`src/rtl/ucmd_defs.svh`:
```
// Command codes, limits and reset values of the command decoder
`ifndef UCMD_DEFS_SVH
`define UCMD_DEFS_SVH

`define UCMD_GRP_FIFO_WR   4'h0
`define UCMD_GRP_FIFO_RD   4'h1
`define UCMD_GRP_STALL     4'h4
`define UCMD_GRP_STATUS    4'h5
`define UCMD_GRP_VALIDATE  4'h6
`define UCMD_GRP_CLEAR     4'h7
`define UCMD_GRP_UNSTALL   4'h8
`define UCMD_GRP_ERRCODE   4'ha
`define UCMD_GRP_IMAGE     4'hd

`define UCMD_EP_CTRL_OUT   4'h0
`define UCMD_EP_CTRL_IN    4'h1

`define UCMD_CMD_UNLOCK    8'hb0
`define UCMD_CMD_DMAFS_WR  8'hb2
`define UCMD_CMD_DMAFS_RD  8'hb3
`define UCMD_CMD_DMACFG_WR 8'hf0
`define UCMD_CMD_DMACFG_RD 8'hf1
`define UCMD_CMD_DMACNT_WR 8'hf2
`define UCMD_CMD_DMACNT_RD 8'hf3
`define UCMD_CMD_ACK_SETUP 8'hf4

`define UCMD_UNLOCK_KEY    16'haa37
`define UCMD_BULK_MAX      10'h040
`define UCMD_ISO_MAX       10'h3ff
`define UCMD_REG16_RESET   16'h0000

`endif

```
`src/rtl/ucmd_pkg.sv`:
```
// Types shared by the command decoder files
package ucmd_pkg;

    typedef enum logic [3:0] {
        UCMD_IDLE,
        UCMD_FIFO_WR,
        UCMD_FIFO_RD,
        UCMD_STAT_RD,
        UCMD_IMG_RD,
        UCMD_ERR_RD,
        UCMD_REG_WR,
        UCMD_REG_RD,
        UCMD_UNLOCK
    } ucmd_state_t;

    typedef enum logic [1:0] {
        UCMD_REG_DMAFS,
        UCMD_REG_DMACFG,
        UCMD_REG_DMACNT
    } ucmd_reg_t;

endpackage : ucmd_pkg

```
`src/rtl/ucmd_reg16.sv`:
```
// Two-byte register loaded one byte at a time
`timescale 1ns/1ps
`include "ucmd_defs.svh"

module ucmd_reg16
(
    // Clock and reset
    input  logic        i_clk,
    input  logic        i_reset,
    // Byte loads
    input  logic        i_wr_lo,
    input  logic        i_wr_hi,
    input  logic [7:0]  i_data,
    // Register value
    output logic [15:0] o_q
);

    always_ff @(posedge i_clk or posedge i_reset)
    begin
        if (i_reset)
        begin
            o_q <= `UCMD_REG16_RESET;
        end
        else if (i_wr_lo)
        begin
            o_q[7:0] <= i_data;
        end
        else if (i_wr_hi)
        begin
            o_q[15:8] <= i_data;
        end
    end

endmodule : ucmd_reg16

```
`src/rtl/ucmd_decoder.sv`:
```
// Command decoder of the parallel host port
`timescale 1ns/1ps
`include "ucmd_defs.svh"

// Contract
// - Select high takes command; no-data commands run
// - Multibyte registers move low byte first
// - Code 01 writes control IN FIFO, 64 max
// - Codes 02-0F write IN FIFOs, 1023/64 max
// - Code 10 reads control OUT FIFO, 64 max
// - Codes 12-1F read OUT FIFOs, 1023/64 max
// - Codes 40-4F stall endpoints, no data
// - Codes 80-8F unstall endpoints, no data
// - Codes 50-5F return endpoint status byte
// - Codes 61-6F validate IN buffers
// - Codes 70,72-7F clear OUT buffers; 71 illegal
// - Codes D0-DF return status image byte
// - Status image read clears nothing
// - Code F4 acknowledges setup, no data
// - B2/B3 write/read DMA function-scratch, 2 bytes
// - F0-F3 access DMA config and counter
// - Codes A0-AF return error code byte
// - Unlock takes two bytes, frees register writes
// - DMA register writes blocked after wake-up until AA37
module ucmd_decoder
    import ucmd_pkg::*;
(
    // Clock and reset
    input  logic        i_clk,
    input  logic        i_reset,
    // Host port, one strobe per transfer
    input  logic        i_wr,
    input  logic        i_rd,
    input  logic        i_command_select_line,
    input  logic [7:0]  i_data,
    output logic [7:0]  o_rdata,
    output logic        o_rvalid,
    // Endpoint side, values for the endpoint on o_ep_idx
    input  logic        i_ep_iso,
    input  logic [7:0]  i_fifo_rdata,
    input  logic [7:0]  i_ep_status,
    input  logic [7:0]  i_ep_err_code,
    input  logic        i_wakeup,
    // Endpoint actions
    output logic [3:0]  o_ep_idx,
    output logic        o_fifo_wr,
    output logic [7:0]  o_fifo_wdata,
    output logic        o_fifo_rd,
    output logic        o_status_rd,
    output logic        o_stall_set,
    output logic        o_stall_clr,
    output logic        o_validate,
    output logic        o_clear,
    output logic        o_ack_setup,
    // DMA registers and lock
    output logic [15:0] o_dma_func,
    output logic [15:0] o_dma_cfg,
    output logic [15:0] o_dma_cnt,
    output logic        o_locked
);

    ucmd_state_t state_r;
    ucmd_reg_t   reg_sel_r;
    logic [9:0]  byte_cnt_r;
    logic [7:0]  unlock_lo_r;
    logic [15:0] dma_q [3];
    logic        cmd_wr, dat_wr, dat_rd;
    logic [3:0]  grp, sub;
    logic [9:0]  limit;

    assign cmd_wr = i_wr && i_command_select_line;
    assign dat_wr = i_wr && !i_command_select_line;
    assign dat_rd = i_rd && !i_command_select_line;
    assign grp    = i_data[7:4];
    assign sub    = i_data[3:0];
    assign limit  = i_ep_iso ? `UCMD_ISO_MAX : `UCMD_BULK_MAX;

    // Command phase decode
    always_ff @(posedge i_clk or posedge i_reset)
    begin
        if (i_reset)
        begin
            state_r   <= UCMD_IDLE;
            reg_sel_r <= UCMD_REG_DMAFS;
            o_ep_idx  <= 4'h0;
        end
        else if (cmd_wr)
        begin
            o_ep_idx <= sub;
            if (grp == `UCMD_GRP_FIFO_WR && sub != `UCMD_EP_CTRL_OUT)
                state_r <= UCMD_FIFO_WR;
            else if (grp == `UCMD_GRP_FIFO_RD && sub != `UCMD_EP_CTRL_IN)
                state_r <= UCMD_FIFO_RD;
            else if (grp == `UCMD_GRP_STATUS)
                state_r <= UCMD_STAT_RD;
            else if (grp == `UCMD_GRP_IMAGE)
                state_r <= UCMD_IMG_RD;
            else if (grp == `UCMD_GRP_ERRCODE)
                state_r <= UCMD_ERR_RD;
            else if (i_data == `UCMD_CMD_UNLOCK)
                state_r <= UCMD_UNLOCK;
            else if (i_data == `UCMD_CMD_DMAFS_WR || i_data == `UCMD_CMD_DMAFS_RD)
            begin
                state_r   <= i_data[0] ? UCMD_REG_RD : UCMD_REG_WR;
                reg_sel_r <= UCMD_REG_DMAFS;
            end
            else if (i_data == `UCMD_CMD_DMACFG_WR || i_data == `UCMD_CMD_DMACFG_RD)
            begin
                state_r   <= i_data[0] ? UCMD_REG_RD : UCMD_REG_WR;
                reg_sel_r <= UCMD_REG_DMACFG;
            end
            else if (i_data == `UCMD_CMD_DMACNT_WR || i_data == `UCMD_CMD_DMACNT_RD)
            begin
                state_r   <= i_data[0] ? UCMD_REG_RD : UCMD_REG_WR;
                reg_sel_r <= UCMD_REG_DMACNT;
            end
            else
                state_r <= UCMD_IDLE;
        end
    end

    // Commands without a data phase run at once
    always_ff @(posedge i_clk or posedge i_reset)
    begin
        if (i_reset)
        begin
            o_stall_set <= 1'b0;
            o_stall_clr <= 1'b0;
            o_validate  <= 1'b0;
            o_clear     <= 1'b0;
            o_ack_setup <= 1'b0;
        end
        else
        begin
            o_stall_set <= cmd_wr && grp == `UCMD_GRP_STALL;
            o_stall_clr <= cmd_wr && grp == `UCMD_GRP_UNSTALL;
            o_validate  <= cmd_wr && grp == `UCMD_GRP_VALIDATE
                           && sub != `UCMD_EP_CTRL_OUT;
            o_clear     <= cmd_wr && grp == `UCMD_GRP_CLEAR
                           && sub != `UCMD_EP_CTRL_IN;
            o_ack_setup <= cmd_wr && i_data == `UCMD_CMD_ACK_SETUP;
        end
    end

    // Data phase byte position, restarted by each command
    always_ff @(posedge i_clk or posedge i_reset)
    begin
        if (i_reset)
            byte_cnt_r <= 10'h000;
        else if (cmd_wr)
            byte_cnt_r <= 10'h000;
        else if ((dat_wr || dat_rd) && byte_cnt_r != `UCMD_ISO_MAX)
            byte_cnt_r <= byte_cnt_r + 10'h001;
    end

    // FIFO transfers, bytes past the buffer limit dropped
    always_ff @(posedge i_clk or posedge i_reset)
    begin
        if (i_reset)
        begin
            o_fifo_wr    <= 1'b0;
            o_fifo_wdata <= 8'h00;
            o_fifo_rd    <= 1'b0;
        end
        else
        begin
            o_fifo_wr <= dat_wr && state_r == UCMD_FIFO_WR
                         && byte_cnt_r < limit;
            o_fifo_rd <= dat_rd && state_r == UCMD_FIFO_RD
                         && byte_cnt_r < limit;
            if (dat_wr)
                o_fifo_wdata <= i_data;
        end
    end

    // Read answers, one cycle after the strobe
    always_ff @(posedge i_clk or posedge i_reset)
    begin
        if (i_reset)
        begin
            o_rdata     <= 8'h00;
            o_rvalid    <= 1'b0;
            o_status_rd <= 1'b0;
        end
        else
        begin
            o_rvalid    <= dat_rd;
            o_status_rd <= dat_rd && state_r == UCMD_STAT_RD
                           && byte_cnt_r == 10'h000;
            if (dat_rd)
            begin
                o_rdata <= 8'h00;
                case (state_r)
                    UCMD_FIFO_RD:
                        if (byte_cnt_r < limit)
                            o_rdata <= i_fifo_rdata;
                    UCMD_STAT_RD, UCMD_IMG_RD:
                        if (byte_cnt_r == 10'h000)
                            o_rdata <= i_ep_status;
                    UCMD_ERR_RD:
                        if (byte_cnt_r == 10'h000)
                            o_rdata <= i_ep_err_code;
                    UCMD_REG_RD:
                        if (byte_cnt_r == 10'h000)
                            o_rdata <= dma_q[reg_sel_r][7:0];
                        else if (byte_cnt_r == 10'h001)
                            o_rdata <= dma_q[reg_sel_r][15:8];
                    default: o_rdata <= 8'h00;
                endcase
            end
        end
    end

    // Write lock after wake-up, freed by the unlock key
    always_ff @(posedge i_clk or posedge i_reset)
    begin
        if (i_reset)
        begin
            o_locked    <= 1'b0;
            unlock_lo_r <= 8'h00;
        end
        else
        begin
            if (dat_wr && state_r == UCMD_UNLOCK && byte_cnt_r == 10'h000)
                unlock_lo_r <= i_data;
            if (i_wakeup)
                o_locked <= 1'b1;
            else if (dat_wr && state_r == UCMD_UNLOCK && byte_cnt_r == 10'h001
                     && {i_data, unlock_lo_r} == `UCMD_UNLOCK_KEY)
                o_locked <= 1'b0;
        end
    end

    // DMA registers, low byte first
    for (genvar g = 0; g < 3; g++)
    begin : g_dma
        logic sel;
        assign sel = dat_wr && state_r == UCMD_REG_WR && !o_locked
                     && reg_sel_r == ucmd_reg_t'(g);
        ucmd_reg16 u_reg
        (
            .i_clk   (i_clk),
            .i_reset (i_reset),
            .i_wr_lo (sel && byte_cnt_r == 10'h000),
            .i_wr_hi (sel && byte_cnt_r == 10'h001),
            .i_data  (i_data),
            .o_q     (dma_q[g])
        );
    end

    assign o_dma_func = dma_q[0];
    assign o_dma_cfg  = dma_q[1];
    assign o_dma_cnt  = dma_q[2];
endmodule : ucmd_decoder

```
`config.mk`:
```
export PLATFORM = sky130hd
export DESIGN_NAME = ucmd_decoder
export DESIGN_NICKNAME = d
export VERILOG_FILES = /design/src/rtl/ucmd_pkg.sv /design/src/rtl/ucmd_reg16.sv /design/src/rtl/ucmd_decoder.sv
export VERILOG_INCLUDE_DIRS = /design/src /design/src/rtl
export SDC_FILE = /design/constraint.sdc
export NUM_CORES = 1
export LEC_CHECK = 0
export BUFFER_PORTS_ARGS = -buffer_cell sky130_fd_sc_hd__buf_2
export CAP_MARGIN = 20
export CORE_MARGIN = 2
export CORE_UTILIZATION = 58
export DETAILED_ROUTE_END_ITERATION = 16
export PLACE_DENSITY = 0.95
export SLEW_MARGIN = 20
export SYNTH_ARGS = -nofsm -noshare
export SYNTH_HDL_FRONTEND = slang
export SYNTH_SLANG_ARGS = --single-unit
```
`constraint.sdc`:
```
create_clock -name i_clk -period 7.4 [get_ports i_clk]
set_clock_uncertainty 0.15 [all_clocks]
set_input_delay 0 -clock i_clk [delete_from_list [all_inputs] [get_ports i_clk]]
set_output_delay 0 -clock i_clk [all_outputs]
set_load 0.01 [all_outputs]
```
; ---- Word-level counts from Yosys, hierarchy flattened
; Cells that the tools add are included.
[classes]
addsub = 1
n_mux = 27
magnitude_cmp = 2
n_reduce_logical = 52
n_eq_ne = 30
n_bitwise = 10
[op_table]
columns = cell, count
row1 = $eq 8x8->1 const B, 8
row2 = $mux 8, 5
row3 = $logic_and 1x1->1, 34
row4 = $bmux 16 s2, 1
row5 = $eq 4x3->1 const B, 8
row6 = $mux 16, 2
row7 = $pmux 8 s4, 1
row8 = $mux 10, 3
row9 = $mux 4, 6
row10 = $eq 16x16->1 const B, 1
row11 = $eq 4x4->1 const B, 4
row12 = $add 10x1->10 const B, 1
row13 = $eq 10x1->1 const B, 1
row14 = $logic_not 10->1, 1
row15 = $lt 10x10->1, 1
row16 = $ne 10x10->1 const B, 1
row17 = $mux 3, 3
row18 = $not 1->1, 9
row19 = $eq 4x1->1 const B, 2
row20 = $eq 4x2->1 const B, 2
row21 = $reduce_and 8->1, 1
row22 = $mux 2, 3
row23 = $reduce_and 2->1, 3
row24 = $logic_not 4->1, 1
row25 = other kinds (13), 20
[totals]
output_inout_bits = 78
input_bits = 39
word_cells = 145
regBits = 102

; ---- Logic depth before layout (Yosys ltp)
[depth]
ltp_word = 11
ltp_mapped = 8
ltp_nobuf = 6

; ---- Modules after synthesis
; Synthesis repeated with hierarchy kept, for this count alone.
[hier_totals]
cells_unflattened = 470
hier_area_um2 = 5351.4
[by_module_without_submodules]
columns = mod, seq_area_each_um2, area_each_um2, cells_each, n_inst
row1 = ucmd_decoder, 1351.3, 3399.5, 362, 1
row2 = ucmd_reg16, 400.4, 650.6, 36, 3

; ---- Worst setup path before layout
; Ideal clock, no wire load.
[synth_timing]
kind = register to register
startpoint = register byte_cnt_r[0]
endpoint = register unlock_lo_r[0]
stages_incl_launch_ff = 9
required_time_ns = 7.125
slack_ns = 5.180
t_arrival_ns = 1.945
cell_sequence = dfrtp_1 > inv_1 > ha_1 > clkbuf_1 > and3_2 > buf_2 > and4_1 > buf_2 > mux2_2
[synth_between]
elab_chain_len = 2
[synth_rtl]
columns = item, line_no
row1 = "start, declared", ucmd_decoder.sv:64  ; logic [9:0] byte_cnt_r;
row2 = "start signal, assigned", ucmd_decoder.sv:153  ; byte_cnt_r <= byte_cnt_r + 10'h001;
row3 = $logic_not 10->1, ucmd_decoder.sv:224  ; if (dat_wr && state_r == UCMD_UNLOCK && byte_cnt_r == 10'h000)
row4 = $logic_and 1x1->1, ucmd_decoder.sv:224
row5 = "end signal, assigned", ucmd_decoder.sv:225  ; unlock_lo_r <= i_data;
row6 = "end, declared", ucmd_decoder.sv:65  ; logic [7:0] unlock_lo_r;
; No other way between the ends.
; A chain may end at the register's enable or synchronous reset.

; ---- Worst setup path after layout
[layout_timing]
startpoint = register reg_sel_r[1]
endpoint = register o_rdata[2]
[layout_between]
elab_chain_len = 7
[layout_rtl]
columns = item, line_no
row1 = "start, declared", ucmd_decoder.sv:63  ; ucmd_reg_t reg_sel_r;
row2 = "start signal, assigned", ucmd_decoder.sv:84  ; reg_sel_r <= UCMD_REG_DMAFS;
row3 = "start signal, assigned", ucmd_decoder.sv:105  ; reg_sel_r <= UCMD_REG_DMAFS;
row4 = "start signal, assigned", ucmd_decoder.sv:110  ; reg_sel_r <= UCMD_REG_DMACFG;
row5 = $not 2->3 (implied by the code) (*), "ucmd_decoder.sv:205, ucmd_decoder.sv:207"
row6 = $bmux 16 s2 (*), "ucmd_decoder.sv:205, ucmd_decoder.sv:207"
row7 = $mux 16 (implied by the code) (*) (2 in a row), ucmd_decoder.sv:207  ; o_rdata <= dma_q[reg_sel_r][15:8];
row8 = $mux 8, ucmd_decoder.sv:206  ; else if (byte_cnt_r == 10'h001)
row9 = $mux 8 (*), ucmd_decoder.sv:204  ; if (byte_cnt_r == 10'h000)
row10 = $pmux 8 s4 (*), ucmd_decoder.sv:193  ; case (state_r)
row11 = "end signal, assigned", ucmd_decoder.sv:196  ; o_rdata <= i_fifo_rdata;
row12 = "end signal, assigned", ucmd_decoder.sv:205  ; o_rdata <= dma_q[reg_sel_r][7:0];
row13 = "end signal, assigned", ucmd_decoder.sv:207
row14 = "end, declared", ucmd_decoder.sv:36  ; output logic [7:0] o_rdata,
; Mark *: on every way between the ends. The rest lies on a longest branch, timed or not. The select of a mux whose other input is x is not followed.

==> results.json <==
{
  "clockBufferDepth": 2,
  "cts_root_buffer": "clkbuf_8",
  "antenna_found_initial": 0,
  "power.leakage_nw": 3.14,
  "track_usage_pct": 31.8,
  "grt_pass1_vias": 4622,
  "htree_levels": 3,
  "async_flop_share_pct": 100,
  "worstMarginPinSlew_ps": 983,
  "row_count": 34,
  "design_area_um2": 6370,
  "dieArea_um2": 9920,
  "cts_sinks": 102,
  "grt_start_max_net_pins": 79,
  "worstSetupPathType": "flip-flop to flip-flop",
  "drive_above_1_share_pct": 35.6,
  "drtIter0Drc": 504,
  "cp_max_fo": 28,
  "critPathArrivalTime_ps": 3370,
  "power_switching_share_pct": 29.3,
  "cts_setup_buffers": 0,
  "power.switching_mw": 0.340,
  "status": "finished clean",
  "clkTransAtPathRegs_ps": 100,
  "ys_warn_count": 0,
  "hpwl_um": 10500,
  "ant_nets": 0,
  "grt_overflow": 0,
  "grt_pass1_wl_um": 24600,
  "syn_nets": 530,
  "critPathCaptureType": "flip-flop",
  "synth_top_family_by_area": "multiplexers",
  "vias": 4633,
  "drc": 0,
  "synth_edf_count": 0,
  "synth_commonest_cells": "102 x dfrtp_1, 63 x mux2_2, 39 x nand2_1, 23 x a21oi_1, 21 x clkbuf_1",
  "fmax_mhz": 313,
  "place_congestion": 0.875,
  "synth_ff_type": "dfrtp_1",
  "die_h_um": 99.6,
  "maxSlewHeadroom_pct": 34.5,
  "fin_tns_setup_ps": 0,
  "synth_area_leader_cell": "dfrtp_1",
  "diodes": 0,
  "synth_compound_area_share_pct": 14.3,
  "synthTopCellsByArea": "dfrtp_1 48%, mux2_2 13%, mux2i_1 3.0%",
  "start_kind": "flip-flop",
  "routedWlPerCell_um": 21.6,
  "setup_viol": 0,
  "postCtsResizedCells": 0,
  "post-route-util_pct": 72.4,
  "clock_latency_ps": 390,
  "ir_drop_mv": 0.114,
  "cts-buffers-inserted": 9,
  "synth-seq-cells": 102,
  "p_int_mw": 0.821,
  "first_pass_iters": 5,
  "yosys.area.top_type_share_pct": 48.1,
  "die_w_um": 99.6,
  "core-area_um2": 8810,
  "period_minus_slack_ps": 3200,
  "vias_per_cell": 6.48,
  "ios": 117,
  "drv_slew": 0,
  "nNetsFinal": 653,
  "synth-simple-area-share_pct": 14.8,
  "synth_cell_types": 63,
  "clockPowerShare_pct": 32.0,
  "hold_class": "primary input to flip-flop",
  "rsz0062_at_grt": "no",
  "synthToLayoutAreaGrowth_pct": 20.2,
  "synth_xor_area_share_pct": 0.165,
  "syn_inst": 480,
  "hold_buffers": 26,
  "cap_viol_max_count": 0,
  "cts_tree": "done",
  "place_area_um2": 5890,
  "pwr-share-seq_pct": 51.6,
  "cp.required_ps": 7580,
  "comb_power_share_pct": 16.5,
  "yosysSeqAreaShare_pct": 48.1,
  "initial_core_util_pct": 60.2,
  "synth.area.mux_share_pct": 16.4,
  "synth.most_common_cell": "dfrtp_1",
  "syn_area_um2": 5300,
  "routed_wl_um": 15400,
  "timing.final.crit_share_pct": 43.2,
  "port_buffers": 116,
  "powerDensity_nw_per_um2": 182,
  "syn_avg_cell_area_um2": 11.0,
  "hold_viol_final": 0,
  "synth-adder-area-share_pct": 2.60
}
final timing paths:
check                                          from                 endpoint  slack, ps  depth (start not counted)
max in group asynchronous                   i_reset   state_r[1]$_DFFE_PP0P_       5270                          5
max                        reg_sel_r[1]$_DFFE_PP0P_   o_rdata[2]$_DFFE_PP0P_       4200                          6
min reg2reg                 o_ep_idx[2]$_DFFE_PP0P_  o_ep_idx[2]$_DFFE_PP0P_        340                          2
min                                i_ep_err_code[4]   o_rdata[4]$_DFFE_PP0P_          7                          5
max reg2reg                reg_sel_r[1]$_DFFE_PP0P_   o_rdata[2]$_DFFE_PP0P_       4200                          6
min in group asynchronous                   i_reset    o_stall_set$_DFF_PP0_        540                          4
flip-flops by register name, summed over array words and instances, names as in the netlist, 2 cells and up:
name	flops
byte_cnt_r	10
g_dma.u_reg.o_q	48
o_ep_idx	4
o_fifo_wdata	8
o_rdata	8
reg_sel_r	2
state_r	4
unlock_lo_r	8
worst max-delay path: stages, from the launching register on:
cell	delay, ps
dfrtp_1	990
nor2b_1	730
a21oi_1	190
o21ai_0	170
a22oi_1	120
o2bb2ai_1	210
dlygate4sd3_1	590
cell families after synthesis:
| kind of cell | Yosys count |
|---|---|
| XOR/XNOR | 1 |
| buffers and inverters | 47 |
| AND/OR/NAND/NOR | 133 |
| flip-flops | 102 |
| multiplexers | 79 |
| AO/OA/AOI/OAI | 107 |
| adder cells (fa/ha/maj) | 11 |
placed cells by master, fill, tap and decap left out, types with 9 or more instances in the layout:
| cell type | count |
|---|---|
| mux2i_1 | 16 |
| nor2_1 | 14 |
| dlygate4sd3_1 | 27 |
| inv_1 | 13 |
| nand2_1 | 39 |
| dfrtp_1 | 102 |
| ha_1 | 11 |
| clkbuf_8 | 11 |
| mux2_2 | 63 |
| buf_2 | 116 |
| a31oi_1 | 9 |
| nand3b_1 | 9 |
| o21ai_0 | 10 |
| a21oi_1 | 23 |
| nand3_1 | 15 |
| a211oi_1 | 9 |
per-stage QoR:
step                      cells  hold slack, ps  setup WS, ps  power, mW
final                       715            7.01          4200       1.16
after global routing        715            32.1          4020       1.20
after CTS                   714            3.84          4330       1.15
after detailed placement    673            -162          4750      0.782
after global placement      673            -174          4900      0.771
after floorplan             480           -36.2          4570      0.721
power by group through the flow:
stage	registers (mW)	logic (mW)	clock network, mW
4_1_cts	0.598	0.185	0.370
3_5_place_dp	0.609	0.174	0
6_report	0.599	0.191	0.371
3_3_place_gp	0.606	0.165	0
5_1_grt	0.602	0.206	0.395
2_1_floorplan	0.601	0.120	0
cell type report:
cell class,instances,area [um2]
multi-input combinational,331,2560
clock inverter,4,55.1
timing repair buffer,145,866
sequential,102,2550
clock buffer,11,151
fill,585,2430
inverter,14,55.1
tap,108,135
per-layer routing:
metal	vias up	wire, um	global-route usage, %
met1	2273	5990	41.2
met3	47	1380	7.17
met2	298	7610	51.9
li1	2015	-	-
met5	-	0	0
met4	0	471	13.8
(Power assumes the default switching activity.)
